### src/rtl/isr_map.svh
// Register offsets, field positions, reset values and counts of the deep idle release control
// Function
// - Any unmasked request ends deep idle
// - Wake-mask bits set block their request kind
// - Slow noise filter stops pin three waking
// - Lower-priority wake: exit, no ack, keep pending
// - Higher priority or non-maskable: exit and acknowledge
// - Non-maskable wake branches after setup time
// - Enabled maskable wake: setup, then vector or continue
// - Disabled maskable wake: setup, then next instruction
// - Reset in deep idle acts as normal reset
// - Interrupt controller clock off, detection still live
// - Interval timer runs on osc/8 or subclock
// - Watch timer runs on subclock or divided main
// - Clocked serial runs only on external clock
// - Async serial stops except channel 0 external
// - Converter holds operation and keeps result
// - Ports keep levels and directions
// - Processor state and memory preserved
// - Flash setup interval observed before resuming
// - Main oscillator runs; processor, PLL, flash, peripheral and interrupt controller clocks gated
// - Interrupt wake runs stabilization counter to overflow
`ifndef ISR_MAP_SVH
`define ISR_MAP_SVH
`define ISR_OFF_POWER_SAVE_CONTROL 12'h000
`define ISR_OFF_POWER_MODE_SELECT 12'h004
`define ISR_OFF_NOISE_FILTER_CONTROL 12'h008
`define ISR_OFF_STABILIZATION_TIME 12'h00c
`define ISR_OFF_PERIPH_CLOCK_CFG 12'h010
`define ISR_OFF_STATUS 12'h014
`define ISR_OFF_EXT_IRQ_ENABLE 12'h018
`define ISR_PSC_NMI_MASK_A_BIT 0
`define ISR_PSC_NMI_MASK_B_BIT 1
`define ISR_PSC_INT_MASK_BIT 2
`define ISR_PSC_TRIGGER_BIT 3
`define ISR_MODE_DEEP_IDLE 2'h2
`define ISR_NFC_ENABLE_BIT 3
`define ISR_NFC_SLOW_FIRST 3'h3
`define ISR_STAB_SEL_RESET 3'h3
`define ISR_STAB_BASE_BITS 13
`define ISR_STAB_CNT_W 24
`define ISR_PCFG_SUBCLOCK_USED 0
`define ISR_PCFG_TIMER_OSC8 1
`define ISR_PCFG_TIMER_SUB 2
`define ISR_PCFG_WATCH_BRG 3
`define ISR_PCFG_CSI0_EXT 4
`define ISR_PCFG_CSI1_EXT 5
`define ISR_PCFG_UART0_EXT 6
`define ISR_EXT_IRQ_N 8
`define ISR_EXT_PIN_THREE 3
`endif

### src/rtl/isr_pkg.sv
// Types of the deep idle release control
package isr_pkg;
  `include "isr_map.svh"
  typedef enum logic [1:0] {ST_RUN, ST_IDLE, ST_SETUP} isr_state_t;
  typedef struct packed {
    isr_state_t state;
    logic mask_a;
    logic mask_b;
    logic int_mask;
    logic [1:0] mode_sel;
    logic nf_en;
    logic [2:0] nf_sel;
    logic [2:0] stab_sel;
    logic [6:0] pcfg;
    logic [`ISR_EXT_IRQ_N-1:0] ext_en;
    logic [`ISR_EXT_IRQ_N-1:0] ext_s1;
    logic [`ISR_EXT_IRQ_N-1:0] ext_s2;
    logic nmi_s1;
    logic nmi_s2;
    logic [`ISR_STAB_CNT_W-1:0] cnt;
    logic woke_nmi;
    logic woke_ack;
    logic ack;
    logic vector;
    logic next_instr;
    logic keep_pending;
    logic cpu_clk_en;
    logic periph_clk_en;
    logic intc_clk_en;
    logic pll_clk_en;
    logic flash_clk_en;
    logic timer_clk_en;
    logic watch_clk_en;
    logic csi0_clk_en;
    logic csi1_clk_en;
    logic uart0_clk_en;
    logic uart1_clk_en;
    logic adc_hold;
    logic port_hold;
    logic [31:0] prdata;
    logic pready;
    logic pslverr;
  } isr_regs_t;
endpackage : isr_pkg

### src/rtl/isr_release_ctrl.sv
// Deep idle entry, wake detection, setup wait and peripheral clock gating with an APB register file
//
// Added by the designer: the APB register port and the placing of the registers.
`timescale 1ns/10ps
`include "isr_map.svh"
module isr_release_ctrl #(
  parameter int STAB_BASE_BITS = `ISR_STAB_BASE_BITS
) (
  input wire logic sys_clk,
  input wire logic reset_n,
  input wire logic clk_en,
  input wire logic psel,
  input wire logic penable,
  input wire logic pwrite,
  input wire logic [11:0] paddr,
  input wire logic [31:0] pwdata,
  input wire logic nmi_pin,
  input wire logic wdt_nmi_req,
  input wire logic [`ISR_EXT_IRQ_N-1:0] ext_irq_pin,
  input wire logic periph_irq_req,
  input wire logic [2:0] req_priority,
  input wire logic [2:0] serv_priority,
  input wire logic in_service,
  input wire logic global_int_en,
  output logic [31:0] prdata,
  output logic pready,
  output logic pslverr,
  output logic main_osc_en,
  output logic cpu_clk_en,
  output logic pll_clk_en,
  output logic flash_clk_en,
  output logic periph_clk_en,
  output logic intc_clk_en,
  output logic timer_clk_en,
  output logic watch_clk_en,
  output logic csi0_clk_en,
  output logic csi1_clk_en,
  output logic uart0_clk_en,
  output logic uart1_clk_en,
  output logic adc_hold,
  output logic port_hold,
  output logic wake_ack,
  output logic wake_vector,
  output logic wake_next_instr,
  output logic wake_keep_pending
);

  localparam int CNT_W = `ISR_STAB_CNT_W;

  // Largest select must still fit the counter
  if (STAB_BASE_BITS < 1 || STAB_BASE_BITS + 7 >= CNT_W) begin : g_bad_base
    $error("STAB_BASE_BITS out of range for the stabilization counter");
  end

  isr_pkg::isr_regs_t cur_r;
  isr_pkg::isr_regs_t cur_nxt;

  logic [4:0] stab_shift;
  logic [CNT_W-1:0] stab_last;
  logic pin3_blocked;
  logic [`ISR_EXT_IRQ_N-1:0] ext_live;
  logic nmi_a_wake;
  logic nmi_b_wake;
  logic mask_wake;
  logic wake_any;
  logic prio_higher;
  logic wr_en;
  logic rd_en;
  logic entry_req;
  logic [31:0] rd_val;
  logic rd_hit;

  always_comb begin
    stab_shift = 5'(STAB_BASE_BITS) + {2'h0, cur_r.stab_sel};
    stab_last = (CNT_W'(1) << stab_shift) - CNT_W'(1);
    // Slow sampling clocks would miss the pin while the system clock is gated
    pin3_blocked = cur_r.nf_en && (cur_r.nf_sel >= `ISR_NFC_SLOW_FIRST);
    ext_live = cur_r.ext_s2 & cur_r.ext_en;
    if (pin3_blocked) begin
      ext_live[`ISR_EXT_PIN_THREE] = 1'b0;
    end
    nmi_a_wake = cur_r.nmi_s2 && !cur_r.mask_a;
    nmi_b_wake = wdt_nmi_req && !cur_r.mask_b;
    mask_wake = ((|ext_live) || periph_irq_req) && !cur_r.int_mask;
    // Priority level plays no part in whether the mode ends
    wake_any = nmi_a_wake || nmi_b_wake || mask_wake;
    // Lower number means higher priority
    prio_higher = !in_service || (req_priority < serv_priority);
  end

  always_comb begin
    wr_en = psel && penable && pwrite && !cur_r.pready;
    rd_en = psel && penable && !pwrite && !cur_r.pready;
    entry_req = wr_en && (paddr == `ISR_OFF_POWER_SAVE_CONTROL) && pwdata[`ISR_PSC_TRIGGER_BIT]
      && (cur_r.mode_sel == `ISR_MODE_DEEP_IDLE);
    rd_hit = 1'b1;
    rd_val = 32'h0;
    unique case (paddr)
      `ISR_OFF_POWER_SAVE_CONTROL: rd_val = {29'h0, cur_r.int_mask, cur_r.mask_b, cur_r.mask_a};
      `ISR_OFF_POWER_MODE_SELECT: rd_val = {30'h0, cur_r.mode_sel};
      `ISR_OFF_NOISE_FILTER_CONTROL: rd_val = {28'h0, cur_r.nf_en, cur_r.nf_sel};
      `ISR_OFF_STABILIZATION_TIME: rd_val = {29'h0, cur_r.stab_sel};
      `ISR_OFF_PERIPH_CLOCK_CFG: rd_val = {25'h0, cur_r.pcfg};
      `ISR_OFF_STATUS: rd_val = {26'h0, cur_r.woke_ack, cur_r.woke_nmi, cur_r.keep_pending, pin3_blocked,
        cur_r.state};
      `ISR_OFF_EXT_IRQ_ENABLE: rd_val = {24'h0, cur_r.ext_en};
      default: rd_hit = 1'b0;
    endcase
  end

  always_comb begin
    cur_nxt = cur_r;
    // Pin requests cross into this clock; the first stage feeds only the second
    cur_nxt.ext_s1 = ext_irq_pin;
    cur_nxt.ext_s2 = cur_r.ext_s1;
    cur_nxt.nmi_s1 = nmi_pin;
    cur_nxt.nmi_s2 = cur_r.nmi_s1;
    cur_nxt.ack = 1'b0;
    cur_nxt.vector = 1'b0;
    cur_nxt.next_instr = 1'b0;
    cur_nxt.pready = 1'b0;
    cur_nxt.pslverr = 1'b0;

    if (psel && penable && !cur_r.pready) begin
      cur_nxt.pready = 1'b1;
      cur_nxt.pslverr = !rd_hit;
    end
    if (rd_en) begin
      cur_nxt.prdata = rd_hit ? rd_val : 32'h0;
    end
    if (wr_en) begin
      unique case (paddr)
        `ISR_OFF_POWER_SAVE_CONTROL: begin
          cur_nxt.mask_a = pwdata[`ISR_PSC_NMI_MASK_A_BIT];
          cur_nxt.mask_b = pwdata[`ISR_PSC_NMI_MASK_B_BIT];
          cur_nxt.int_mask = pwdata[`ISR_PSC_INT_MASK_BIT];
        end
        `ISR_OFF_POWER_MODE_SELECT: cur_nxt.mode_sel = pwdata[1:0];
        `ISR_OFF_NOISE_FILTER_CONTROL: begin
          cur_nxt.nf_en = pwdata[`ISR_NFC_ENABLE_BIT];
          cur_nxt.nf_sel = pwdata[2:0];
        end
        `ISR_OFF_STABILIZATION_TIME: cur_nxt.stab_sel = pwdata[2:0];
        `ISR_OFF_PERIPH_CLOCK_CFG: cur_nxt.pcfg = pwdata[6:0];
        `ISR_OFF_EXT_IRQ_ENABLE: cur_nxt.ext_en = pwdata[`ISR_EXT_IRQ_N-1:0];
        default: ;
      endcase
    end

    unique case (cur_r.state)
      isr_pkg::ST_RUN: begin
        if (entry_req) begin
          // Trigger bit is not stored; it acts only as the entry strobe
          cur_nxt.state = isr_pkg::ST_IDLE;
          cur_nxt.keep_pending = 1'b0;
        end
      end
      isr_pkg::ST_IDLE: begin
        // Sampled every cycle here; a request already pending at entry ends the mode at once
        if (wake_any) begin
          cur_nxt.state = isr_pkg::ST_SETUP;
          cur_nxt.cnt = '0;
          cur_nxt.woke_nmi = nmi_a_wake || nmi_b_wake;
          cur_nxt.woke_ack = nmi_a_wake || nmi_b_wake || (global_int_en && prio_higher);
        end
      end
      isr_pkg::ST_SETUP: begin
        cur_nxt.cnt = cur_r.cnt + CNT_W'(1);
        if (cur_r.cnt == stab_last) begin
          cur_nxt.state = isr_pkg::ST_RUN;
          if (cur_r.woke_nmi) begin
            cur_nxt.ack = 1'b1;
            cur_nxt.vector = 1'b1;
          end else if (cur_r.woke_ack) begin
            cur_nxt.ack = 1'b1;
            cur_nxt.vector = 1'b1;
          end else begin
            cur_nxt.next_instr = 1'b1;
            // Request is marked pending for later service only while interrupts are enabled
            cur_nxt.keep_pending = global_int_en;
          end
        end
      end
      // Spare code of the state field falls back to run
      default: cur_nxt.state = isr_pkg::ST_RUN;
    endcase

    // Gating follows the next state so outputs change with it
    if (cur_nxt.state == isr_pkg::ST_RUN) begin
      cur_nxt.cpu_clk_en = 1'b1;
      cur_nxt.periph_clk_en = 1'b1;
      cur_nxt.intc_clk_en = 1'b1;
      cur_nxt.pll_clk_en = 1'b1;
      cur_nxt.flash_clk_en = 1'b1;
      cur_nxt.timer_clk_en = 1'b1;
      cur_nxt.watch_clk_en = 1'b1;
      cur_nxt.csi0_clk_en = 1'b1;
      cur_nxt.csi1_clk_en = 1'b1;
      cur_nxt.uart0_clk_en = 1'b1;
      cur_nxt.uart1_clk_en = 1'b1;
      cur_nxt.adc_hold = 1'b0;
      cur_nxt.port_hold = 1'b0;
    end else begin
      cur_nxt.cpu_clk_en = 1'b0;
      cur_nxt.periph_clk_en = 1'b0;
      cur_nxt.intc_clk_en = 1'b0;
      // Flash and PLL restart during setup; processor waits for the count
      cur_nxt.pll_clk_en = (cur_nxt.state == isr_pkg::ST_SETUP);
      cur_nxt.flash_clk_en = (cur_nxt.state == isr_pkg::ST_SETUP);
      cur_nxt.timer_clk_en = cur_r.pcfg[`ISR_PCFG_TIMER_OSC8]
        || (cur_r.pcfg[`ISR_PCFG_SUBCLOCK_USED] && cur_r.pcfg[`ISR_PCFG_TIMER_SUB]);
      cur_nxt.watch_clk_en = cur_r.pcfg[`ISR_PCFG_SUBCLOCK_USED] || cur_r.pcfg[`ISR_PCFG_WATCH_BRG];
      cur_nxt.csi0_clk_en = cur_r.pcfg[`ISR_PCFG_CSI0_EXT];
      cur_nxt.csi1_clk_en = cur_r.pcfg[`ISR_PCFG_CSI1_EXT];
      cur_nxt.uart0_clk_en = cur_r.pcfg[`ISR_PCFG_UART0_EXT];
      cur_nxt.uart1_clk_en = 1'b0;
      cur_nxt.adc_hold = 1'b1;
      cur_nxt.port_hold = 1'b1;
    end
  end

  always_ff @(posedge sys_clk or negedge reset_n) begin
    if (!reset_n) begin
      // Reset in any state returns to run exactly as at power-up
      cur_r <= '0;
      cur_r.state <= isr_pkg::ST_RUN;
      cur_r.stab_sel <= `ISR_STAB_SEL_RESET;
      cur_r.cpu_clk_en <= 1'b1;
      cur_r.periph_clk_en <= 1'b1;
      cur_r.intc_clk_en <= 1'b1;
      cur_r.pll_clk_en <= 1'b1;
      cur_r.flash_clk_en <= 1'b1;
      cur_r.timer_clk_en <= 1'b1;
      cur_r.watch_clk_en <= 1'b1;
      cur_r.csi0_clk_en <= 1'b1;
      cur_r.csi1_clk_en <= 1'b1;
      cur_r.uart0_clk_en <= 1'b1;
      cur_r.uart1_clk_en <= 1'b1;
    end else if (clk_en) begin
      cur_r <= cur_nxt;
    end
  end

  // Oscillator is never gated by this block
  always_ff @(posedge sys_clk or negedge reset_n) begin
    if (!reset_n) begin
      main_osc_en <= 1'b1;
    end else begin
      main_osc_en <= 1'b1;
    end
  end

  always_comb begin
    prdata = cur_r.prdata;
    pready = cur_r.pready;
    pslverr = cur_r.pslverr;
    cpu_clk_en = cur_r.cpu_clk_en;
    pll_clk_en = cur_r.pll_clk_en;
    flash_clk_en = cur_r.flash_clk_en;
    periph_clk_en = cur_r.periph_clk_en;
    intc_clk_en = cur_r.intc_clk_en;
    timer_clk_en = cur_r.timer_clk_en;
    watch_clk_en = cur_r.watch_clk_en;
    csi0_clk_en = cur_r.csi0_clk_en;
    csi1_clk_en = cur_r.csi1_clk_en;
    uart0_clk_en = cur_r.uart0_clk_en;
    uart1_clk_en = cur_r.uart1_clk_en;
    adc_hold = cur_r.adc_hold;
    port_hold = cur_r.port_hold;
    wake_ack = cur_r.ack;
    wake_vector = cur_r.vector;
    wake_next_instr = cur_r.next_instr;
    wake_keep_pending = cur_r.keep_pending;
  end

endmodule : isr_release_ctrl

### config.mk
export PLATFORM = sky130hd
export DESIGN_NAME = isr_release_ctrl
export DESIGN_NICKNAME = d
export VERILOG_FILES = /design/src/rtl/isr_pkg.sv /design/src/rtl/isr_release_ctrl.sv
export VERILOG_INCLUDE_DIRS = /design/src /design/src/rtl
export SDC_FILE = /design/constraint.sdc
export NUM_CORES = 1
export LEC_CHECK = 0
export ABC_AREA = 1
export BUFFER_PORTS_ARGS = -buffer_cell sky130_fd_sc_hd__buf_4
export CORE_UTILIZATION = 45
export CTS_BUF_LIST = sky130_fd_sc_hd__clkbuf_4 sky130_fd_sc_hd__clkbuf_8 sky130_fd_sc_hd__clkbuf_16
export CTS_CLUSTER_DIAMETER = 80
export CTS_CLUSTER_SIZE = 12
export DETAILED_ROUTE_END_ITERATION = 16
export GPL_ROUTABILITY_DRIVEN = 1
export GPL_TIMING_DRIVEN = 0
export HOLD_SLACK_MARGIN = 0.02
export PLACE_DENSITY = 0.68
export RECOVER_POWER = 50
export SLEW_MARGIN = 20
export SYNTH_ARGS = -nofsm -noshare
export SYNTH_HDL_FRONTEND = slang
export SYNTH_SLANG_ARGS = --single-unit
### constraint.sdc
create_clock -name sys_clk -period 4 [get_ports sys_clk]
set_input_delay 0.8 -clock sys_clk [delete_from_list [all_inputs] [get_ports sys_clk]]
set_output_delay 0.8 -clock sys_clk [all_outputs]
set_load 0.03 [all_outputs]
==> metrics.cfg, run 1 <==
[status]
status = finished with violations
violations = capacitance limit, slew limit

[logic_synthesis]
synth_flop_cell = dfrtp_1
synthTopCellsByCount = 219 x nand2_1, 85 x dfrtp_1, 76 x inv_1
ys_ff_latch = 94
yosysTopAreaCellShare_pct = 36.09
yosysTopAreaCell = dfrtp_1
syn_avg_cell_area_um2 = 7.403
synthTopCellsByArea = dfrtp_1 36%, nand2_1 14%, buf_4 5.2%, inv_1 4.8%, o21ai_0 4.7%
synth_cell_types = 46
ys_seq_area_share_pct = 40.11
async_flop_share_pct = 100.0
syn_area_um2 = 5893
yosysMostFrequentCell = nand2_1
ys_warn_count = 0
syn_inst = 796
synth_edf_count = 0

[critical_path]
cp.required_ps = 4290
rrSetupSlack_ps = 750
crit_arrival_ps = 3540
crit_fanout = 10
endpoint_kind = flop
start_kind = flop
crit_type = reg2reg
r2r_cells = 17
reg2reg_from = cur_r[110]
timing.rr.end = csi1_clk_en

[die]
core_area_um2 = 12670
dieArea_um2 = 13560
num_rows = 41
ios = 121
die_w_um = 116.4
start_util_pct = 46.51
die_h_um = 116.4

[sta]
relSlewSlack_pct = -55.66
fin_crit_ps = 3248
post-route-period-util_pct = 81.19
fin_skew_ps = 10.19
setup-violations-final = 0
rsz0062_at_grt = no
clock.fmax_ghz = 0.3079
setup_tns_ps = 0
slew_viol_final = 95
tightest_slew_ps = 2335
hold_viol = 0

[worst_hold_path]
whs_path_depth = 2
hold_path_end = cur_nxt[85]
hp-start = cur_nxt[85]
hp-class = reg2reg

[place]
port_buffers = 70
dp_hpwl_um = 11060
place_inst = 1061
gp_congestion = 0.9080

[clock_network]
clockBufferDepth = 2
insertion_delay_ps = 350
holdBufCountCts = 0
clock-sinks = 94
cts_htree_levels = 3
ctsResizeCount = 0
postCtsSetupBuffers = 0
cts_tree = built
numCtsBuffers = 9
clkSlewWorstSetupHoldPaths_ps = 80
clockRootBuffer = clkbuf_16

[route]
drt_wl_total_um = 14720
drt_iter0_markers = 459
vias = 5448
wire_per_inst_um = 13.67
drc = 0
via_per_inst = 5.058
drtPass1Iterations = 5
ant_nets = 0

[grt]
grt_usage_pct = 23.20
grt_overflow = 0
grt_pass1_wl_um = 24180
grt_pass1_vias = 4781
grt_max_degree = 95
antenna_found_initial = 0

[layout]
drive_gt1_share_pct = 20.00
instances_no_fill = 1077
largest_reg_flops = 64
antennaDiodeCount = 0
nets = 974
syn_to_final_growth_pct = 19.11
largest_register = cur_r

[pwr]
peakVddDrop_mv = 0.2515
power_leakage_nw = 3.343
power.density_nw_per_um2 = 337.8

[job]
max_cap_viol_count = 1

## metal layers
metal	global-route usage, %	wire length (um)
met5	0	0
met2	33.37	6280
met3	3.840	916
met4	6.838	223
met1	35.48	7302
## through the flow
step	hold slack (ps)	util, %	setup slack (ps)	instance area, um2	total power, mW
2_1_floorplan	441.7	-	1124	5979	1.327
3_3_place_gp	454.3	53.04	747.5	6720	1.469
3_5_place_dp	461.6	53.07	755.8	6724	1.476
4_1_cts	479.0	55.56	734.4	7041	2.385
5_1_grt	490.9	55.40	532.8	7019	2.473
6_report	477.7	55.40	752.3	7019	2.371
## logic make-up (layout without fill, tap and decap cells)
group	Yosys count	count (layout)	share of synthesized area [%]
fa+ha+maj	5	5	1.062
mux	1	1	0.1911
other cells	2	25	0.1274
xor+xnor	26	26	3.864
simple gates	411	411	31.30
flops	94	94	40.11
compound gates	109	109	11.21
buf+inv	148	234	12.14
## cells in the final DEF (no fill, tap or decap), types with 4 or more instances in the layout
cell / instances
ha_1: 5
buf_4: 106
xnor2_1: 4
inv_1: 76
dfrtp_1: 85
nor4_1: 5
conb_1: 25
nor3_1: 15
o21ai_0: 55
nand4_1: 23
a21oi_1: 11
nor2_1: 70
nand3_1: 44
inv_2: 9
nand2_1: 219
a21oi_2: 6
nand3_2: 7
xor2_1: 22
buf_2: 5
dfstp_2: 9
nand2_2: 6
o31ai_1: 17
clkbuf_16: 9
a22o_1: 4
nor2_2: 7
o22ai_1: 5
clkbuf_1: 17
## worst max-delay path by stage
stage,from,end,slack [ps]
global route,cur_r[110],csi1_clk_en,530
global placement,cur_r[110],uart0_clk_en,750
CTS,cur_r[110],csi1_clk_en,730
detailed placement,cur_r[110],csi1_clk_en,760
floorplan,cur_r[110],csi0_clk_en,1120
finish,cur_r[110],csi1_clk_en,750
## report_power, final
| group | internal [mW] | switching [mW] | leakage, nW |
|---|---|---|---|
| clock | 0.500 | 0.415 | 0.151 |
| combinational | 0.140 | 0.260 | 1.96 |
| sequential | 1.01 | 0.0434 | 1.24 |
## area by class of cell
cell class | count | area (um2)
inverters | 88 | 330.3
flip-flops and latches | 94 | 2364
fillers | 1227 | 5652
well taps | 172 | 215.2
repair buffers | 70 | 508.0
plain buffers | 60 | 385.4
multi-input cells | 577 | 2900
clock inverters | 7 | 91.34
clock buffers | 9 | 225.2
## worst max-delay path: stages, from the launching register on
cell and delay (ps):
dfstp_2 520, buf_4 200, nand2_2 100, ha_1 310
buf_2 220, inv_2 90, nor2_2 160, nand2_2 110
ha_1 330, nand2_1 70, inv_1 40, nor4_1 240
nand4_1 180, nor2_4 170, nand3_2 90, nand2_2 110
nand2_4 100, a21oi_2 140
No activity file was read; power rests on OpenSTA's default activity.
==> inputs of run 2 (changes only) <==
- PLACE_DENSITY: 0.68 -> 0.7
- clock period: 4 -> 2.71 ns (I/O delays scaled with it)
==> metrics.cfg, run 2 (synthesis results as in run 1) <==
[sta]
fin_skew_ps = 11.02  ; was 10.19 ps
clock.fmax_ghz = 0.3757  ; was 0.3079 GHz
relSlewSlack_pct = -57.45  ; was -55.66%
setup_ws_ps = 48.49  ; was 752.3 ps
whs_ps = 379.4  ; was 477.7 ps
setup-violations-final = 0  ; unchanged
setup_tns_ps = 0  ; unchanged
post-route-period-util_pct = 98.21  ; was 81.19%
rsz0062_at_grt = yes  ; was no
slew_viol_final = 95  ; unchanged
hold_viol = 0  ; unchanged
fin_crit_ps = 2662  ; was 3248 ps
tightest_slew_ps = 2362  ; was 2335 ps

[critical_path]
endpoint = uart0_clk_en  ; was csi1_clk_en
cp-startpoint = cur_r[110]  ; unchanged
crit_arrival_ps = 2960  ; was 3540 ps
endpoint_kind = flop  ; unchanged
cp.required_ps = 3000  ; was 4290 ps
r2r_cells = 16  ; was 17
crit_type = reg2reg  ; unchanged
rrSetupSlack_ps = 50  ; was 750 ps
start_kind = flop  ; unchanged
crit_fanout = 6  ; was 10
timing.rr.end = uart0_clk_en  ; was csi1_clk_en
reg2reg_from = cur_r[110]  ; unchanged

[pwr]
power.density_nw_per_um2 = 469.9  ; was 337.8 nW/um2
p_total_mw = 3.395  ; was 2.371 mW
power_leakage_nw = 3.428  ; was 3.343 nW
peakVddDrop_mv = 0.3267  ; was 0.2515 mV

[worst_hold_path]
hp-class = in2reg  ; was reg2reg

[die]
dieArea_um2 = 13560  ; unchanged
num_rows = 41  ; unchanged
die_h_um = 116.4  ; unchanged
start_util_pct = 46.51  ; unchanged
ios = 121  ; unchanged
core_area_um2 = 12670  ; unchanged
die_w_um = 116.4  ; unchanged

[route]
drc = 0  ; unchanged
vias = 5484  ; was 5448
drt_iter0_markers = 404  ; was 459
wire_per_inst_um = 13.59  ; was 13.67 um
ant_nets = 0  ; unchanged
drtPass1Iterations = 6  ; was 5
drt_wl_total_um = 14800  ; was 14720 um
via_per_inst = 5.036  ; was 5.058

[grt]
grt_max_degree = 95  ; unchanged
grt_usage_pct = 23.50  ; was 23.20%
grt_pass1_wl_um = 24490  ; was 24180 um
grt_pass1_vias = 4934  ; was 4781
antenna_found_initial = 0  ; unchanged
grt_overflow = 0  ; unchanged

[layout]
seqCellArea_um2 = 2364  ; unchanged
mostFrequentLayoutCells = 217 x nand2_1, 121 x buf_4, 85 x dfrtp_1  ; was 219 x nand2_1, 106 x buf_4, 85 x dfrtp_1
drive_gt1_share_pct = 22.57  ; was 20.00%
largest_register = cur_r  ; unchanged
syn_to_final_growth_pct = 22.59  ; was 19.11%
final_common_cell = nand2_1  ; unchanged
largest_reg_flops = 64  ; unchanged
n_fill_cell = 1203  ; was 1227
multi_input_area_um2 = 3015  ; was 2900 um2
nets = 986  ; was 974
antennaDiodeCount = 0  ; unchanged

[place]
pre_cts_ws_ps = -328.9  ; was 755.8 ps
gp_congestion = 0.9465  ; was 0.9080
dp_hpwl_um = 10940  ; was 11060 um
port_buffers = 70  ; unchanged

[status]
status = finished with violations  ; unchanged
violations = capacitance limit, slew limit  ; unchanged

[job]
max_cap_viol_count = 1  ; unchanged

[clock_network]
cts_htree_levels = 3  ; unchanged
clock-sinks = 94  ; unchanged
clockBufferDepth = 2  ; unchanged
cts_tree = built  ; unchanged
clockRootBuffer = clkbuf_16  ; unchanged
clkSlewWorstSetupHoldPaths_ps = 70  ; was 80 ps
numCtsBuffers = 9  ; unchanged
insertion_delay_ps = 360  ; was 350 ps
holdBufCountCts = 0  ; unchanged

-- run 2: cell count changes in the layout (fill, tap and decap cells not counted), sizes merged --
cell      previous run  this run
buf                112       128
bufinv               1         0
clkbuf              27        24
clkinvlp             1         0
inv                 88        89
-- run 2: where the power goes --
part	total (mW)	leakage [nW]	internal (mW)	switching (mW)
Clock	1.24	0.143	0.649	0.590
Sequential	1.56	1.24	1.49	0.0654
Combinational	0.596	2.05	0.212	0.384
-- run 2: metal layers --
metal  global-route usage [%]  share of wire [%]  vias to the layer above
met5                        0                  0                        -
met4                    8.803                1.8                        0
met3                    4.619                6.3                       23
met2                    33.81                 43                      185
met1                    34.77                 49                     2514
li1                         -                  -                     2762
-- run 2: final cells by class --
class	count	share of cell area, %
Inverter	88	4.676
Tap cell	172	2.979
Clock inverter	6	0.7101
Multi-Input combinational cell	577	41.74
Clock buffer	10	3.221
Sequential cell	94	32.72
Buffer	59	5.317
Timing Repair Buffer	83	8.642
-- run 2: how the worst min path moves through the flow --
| stage | startpoint | endpoint | slack [ps] | cells after the start |
|---|---|---|---|---|
| 2_1_floorplan | reset_n | adc_hold | 250 | 0 |
| 3_3_place_gp | cur_nxt[86] | cur_nxt[86] | 450 | 2 |
| 3_5_place_dp | cur_nxt[86] | cur_nxt[86] | 460 | 2 |
| 4_1_cts | reset_n | cur_r[75] | 310 | 1 |
| 5_1_grt | ext_irq_pin[0] | cur_nxt[79] | 380 | 3 |
| 6_report | ext_irq_pin[1] | cur_nxt[80] | 380 | 3 |
-- run 2: timing repair --
action                                  in CTS  in global routing
endpoints found under the setup margin      11                 11
buffers inserted                            10                  3
gates resized for setup                     14                 11
pin swaps                                   10                 12
-- run 2: per-stage QoR --
stage                     utilization [%]  cells  area [um2]
after global routing                57.02   1089        7224
after detailed placement            53.28   1061        6751
final                               57.02   1089        7224
after CTS                           56.75   1087        7191
after floorplan                         -    819        6007
after global placement              53.25   1061        6748
-- run 2: worst max-delay path, cell delays in order, from the launching register on --
cell	delay, ps
dfstp_2	590
nand2_8	60
ha_4	280
buf_6	110
inv_6	40
nor2_4	130
nand2_4	70
ha_4	220
nand2_2	60
inv_2	50
nor4_4	260
nand4_1	160
nor2_4	140
nand3_2	90
nand2_4	110
nand2_8	80
a21oi_2	140
==> inputs of run 3 (changes only) <==
- CELL_PAD_IN_SITES_DETAIL_PLACEMENT: unset -> 1
- CELL_PAD_IN_SITES_GLOBAL_PLACEMENT: unset -> 2
- CORE_UTILIZATION: 45 -> 28
- PLACE_DENSITY: 0.7 -> unset
- PLACE_DENSITY_LB_ADDON: unset -> 0.1
==> metrics.cfg, run 3 (synthesis results as in run 1) <==
[layout]
largest_register = cur_r  ; unchanged
final_area_um2 = 7585  ; was 7224 um2
instances_no_fill = 1190  ; was 1089
antennaDiodeCount = 0  ; unchanged
final_common_cell = nand2_1  ; unchanged
syn_to_final_growth_pct = 28.70  ; was 22.59%
n_fill_cell = 2558  ; was 1203
nets = 989  ; was 986
largest_reg_flops = 64  ; unchanged
drive_gt1_share_pct = 25.54  ; was 22.57%
mostFrequentLayoutCells = 212 x nand2_1, 122 x buf_4, 85 x dfrtp_1  ; was 217 x nand2_1, 121 x buf_4, 85 x dfrtp_1
final_util_pct = 37.13  ; was 57.02%

[route]
drc = 0  ; unchanged
ant_nets = 0  ; unchanged
top_layer_used = met4  ; unchanged
wl_met3_um = 420  ; was 926 um
drt_iter0_markers = 237  ; was 404
dr_wl_met2_um = 9896  ; was 6301 um
drt-met1-wl_um = 9093  ; was 7300 um
vias = 5558  ; was 5484
wire_per_inst_um = 16.60  ; was 13.59 um
via_per_inst = 4.671  ; was 5.036
drtPass1Iterations = 4  ; was 6
drt_wl_total_um = 19750  ; was 14800 um

[grt]
grt_pass1_vias = 5860  ; was 4934
grt_overflow = 0  ; unchanged
grt_max_degree = 95  ; unchanged
grt_usage_pct = 19.10  ; was 23.50%
grt_pass1_wl_um = 32020  ; was 24490 um
antenna_found_initial = 0  ; unchanged

[clock_network]
clkSlewWorstSetupHoldPaths_ps = 80  ; was 70 ps
cts_htree_levels = 3  ; unchanged
numCtsBuffers = 9  ; unchanged
clock-sinks = 94  ; unchanged
insertion_delay_ps = 360  ; about the same
holdBufCountCts = 0  ; unchanged
cts_tree = built  ; unchanged
clockRootBuffer = clkbuf_16  ; unchanged
clockBufferDepth = 2  ; unchanged

[sta]
rsz0062_at_grt = yes  ; unchanged
whs_ps = 376.6  ; was 379.4 ps
clock.fmax_ghz = 0.3678  ; was 0.3757 GHz
setup-violations-final = 1  ; was 0
fin_crit_ps = 2719  ; was 2662 ps
post-route-period-util_pct = 100.3  ; was 98.21%
tightest_slew_ps = 2243  ; was 2362 ps
setup_tns_ps = -8.880  ; was 0 ps
hold_viol = 0  ; unchanged
slew_viol_final = 95  ; unchanged
relSlewSlack_pct = -49.53  ; was -57.45%
fin_skew_ps = 11.80  ; was 11.02 ps
setup_ws_ps = -8.880  ; was 48.49 ps

[critical_path]
timing.rr.end = csi0_clk_en  ; was uart0_clk_en
cp.required_ps = 3000  ; about the same
reg2reg_from = cur_r[110]  ; unchanged
endpoint_kind = flop  ; unchanged
crit_arrival_ps = 3010  ; was 2960 ps
rrSetupSlack_ps = -9  ; was 50 ps
start_kind = flop  ; unchanged
crit_type = reg2reg  ; unchanged
crit_fanout = 6  ; unchanged
r2r_cells = 16  ; unchanged
cp-startpoint = cur_r[110]  ; unchanged
endpoint = csi0_clk_en  ; was uart0_clk_en

[place]
placed_area_um2 = 6874  ; was 6751 um2
gp_congestion = 0.8240  ; was 0.9465
place_inst = 1159  ; was 1061
port_buffers = 70  ; unchanged
pre_cts_ws_ps = -436.6  ; was -328.9 ps
dp_hpwl_um = 15120  ; was 10940 um

[die]
ios = 121  ; unchanged
die_h_um = 147.1  ; was 116.4 um
core_area_um2 = 20430  ; was 12670 um2
start_util_pct = 28.85  ; was 46.51%
die_w_um = 147.1  ; was 116.4 um
dieArea_um2 = 21630  ; was 13560 um2
num_rows = 52  ; was 41

[status]
violations = capacitance limit, slew limit, setup timing  ; was capacitance limit, slew limit
status = finished with violations  ; unchanged

[pwr]
p_total_mw = 3.628  ; was 3.395 mW
power_leakage_nw = 3.512  ; was 3.428 nW
peakVddDrop_mv = 0.3013  ; was 0.3267 mV
power.density_nw_per_um2 = 478.4  ; was 469.9 nW/um2

[job]
max_cap_viol_count = 1  ; unchanged

[worst_hold_path]
hp-class = in2reg  ; unchanged

-- run 3: power by group --
group	switching [mW]	leakage, nW	internal [mW]
Sequential	0.0745	1.24	1.49
Clock	0.677	0.159	0.752
Combinational	0.414	2.12	0.216
-- run 3: layout make-up --
cell class	instances	area (um2)	area share [%]
inverter	88	340.3	4.487
timing repair buffer	86	676.9	8.924
clock inverter	7	97.59	1.287
sequential	94	2364	31.16
clock buffer	9	225.2	2.969
tap	270	337.8	4.454
multi-input combinational	577	3157	41.62
buffer	59	386.6	5.097
-- run 3: worst min path at each step --
stage              startpoint          end  slack [ps]  depth (start not counted)
6_report       ext_irq_pin[1]  cur_nxt[80]         380                          3
5_1_grt        ext_irq_pin[7]  cur_nxt[86]         370                          3
4_1_cts               reset_n    cur_r[72]         340                          1
3_5_place_dp      cur_nxt[86]  cur_nxt[86]         460                          2
3_3_place_gp      cur_nxt[86]  cur_nxt[86]         460                          2
2_1_floorplan         reset_n     adc_hold         250                          0
-- run 3: critical path, cell delays in order (launching register included) --
cell	delay (ps)
dfstp_2	590
nand2_8	60
ha_4	270
buf_6	130
inv_6	40
buf_6	110
nand4_1	150
nand3_2	120
nor2_4	200
nand4_1	140
nand2_2	110
nand3_4	100
nor2_4	160
nand3_2	100
nand2_4	120
nand2_8	90
a21oi_2	150
-- run 3: repair_timing --
item                                    CTS  global route
setup buffers                            12             3
endpoints found under the setup margin   11            16
pin swaps                                11            20
resized for setup                        28            34
cloned                                    0             1
-- run 3: metal layers --
layer	GRT usage, %	up-vias
met5	0	-
met4	5.155	0
met3	2.453	20
met2	33.28	76
met1	24.74	2690
li1	-	2772
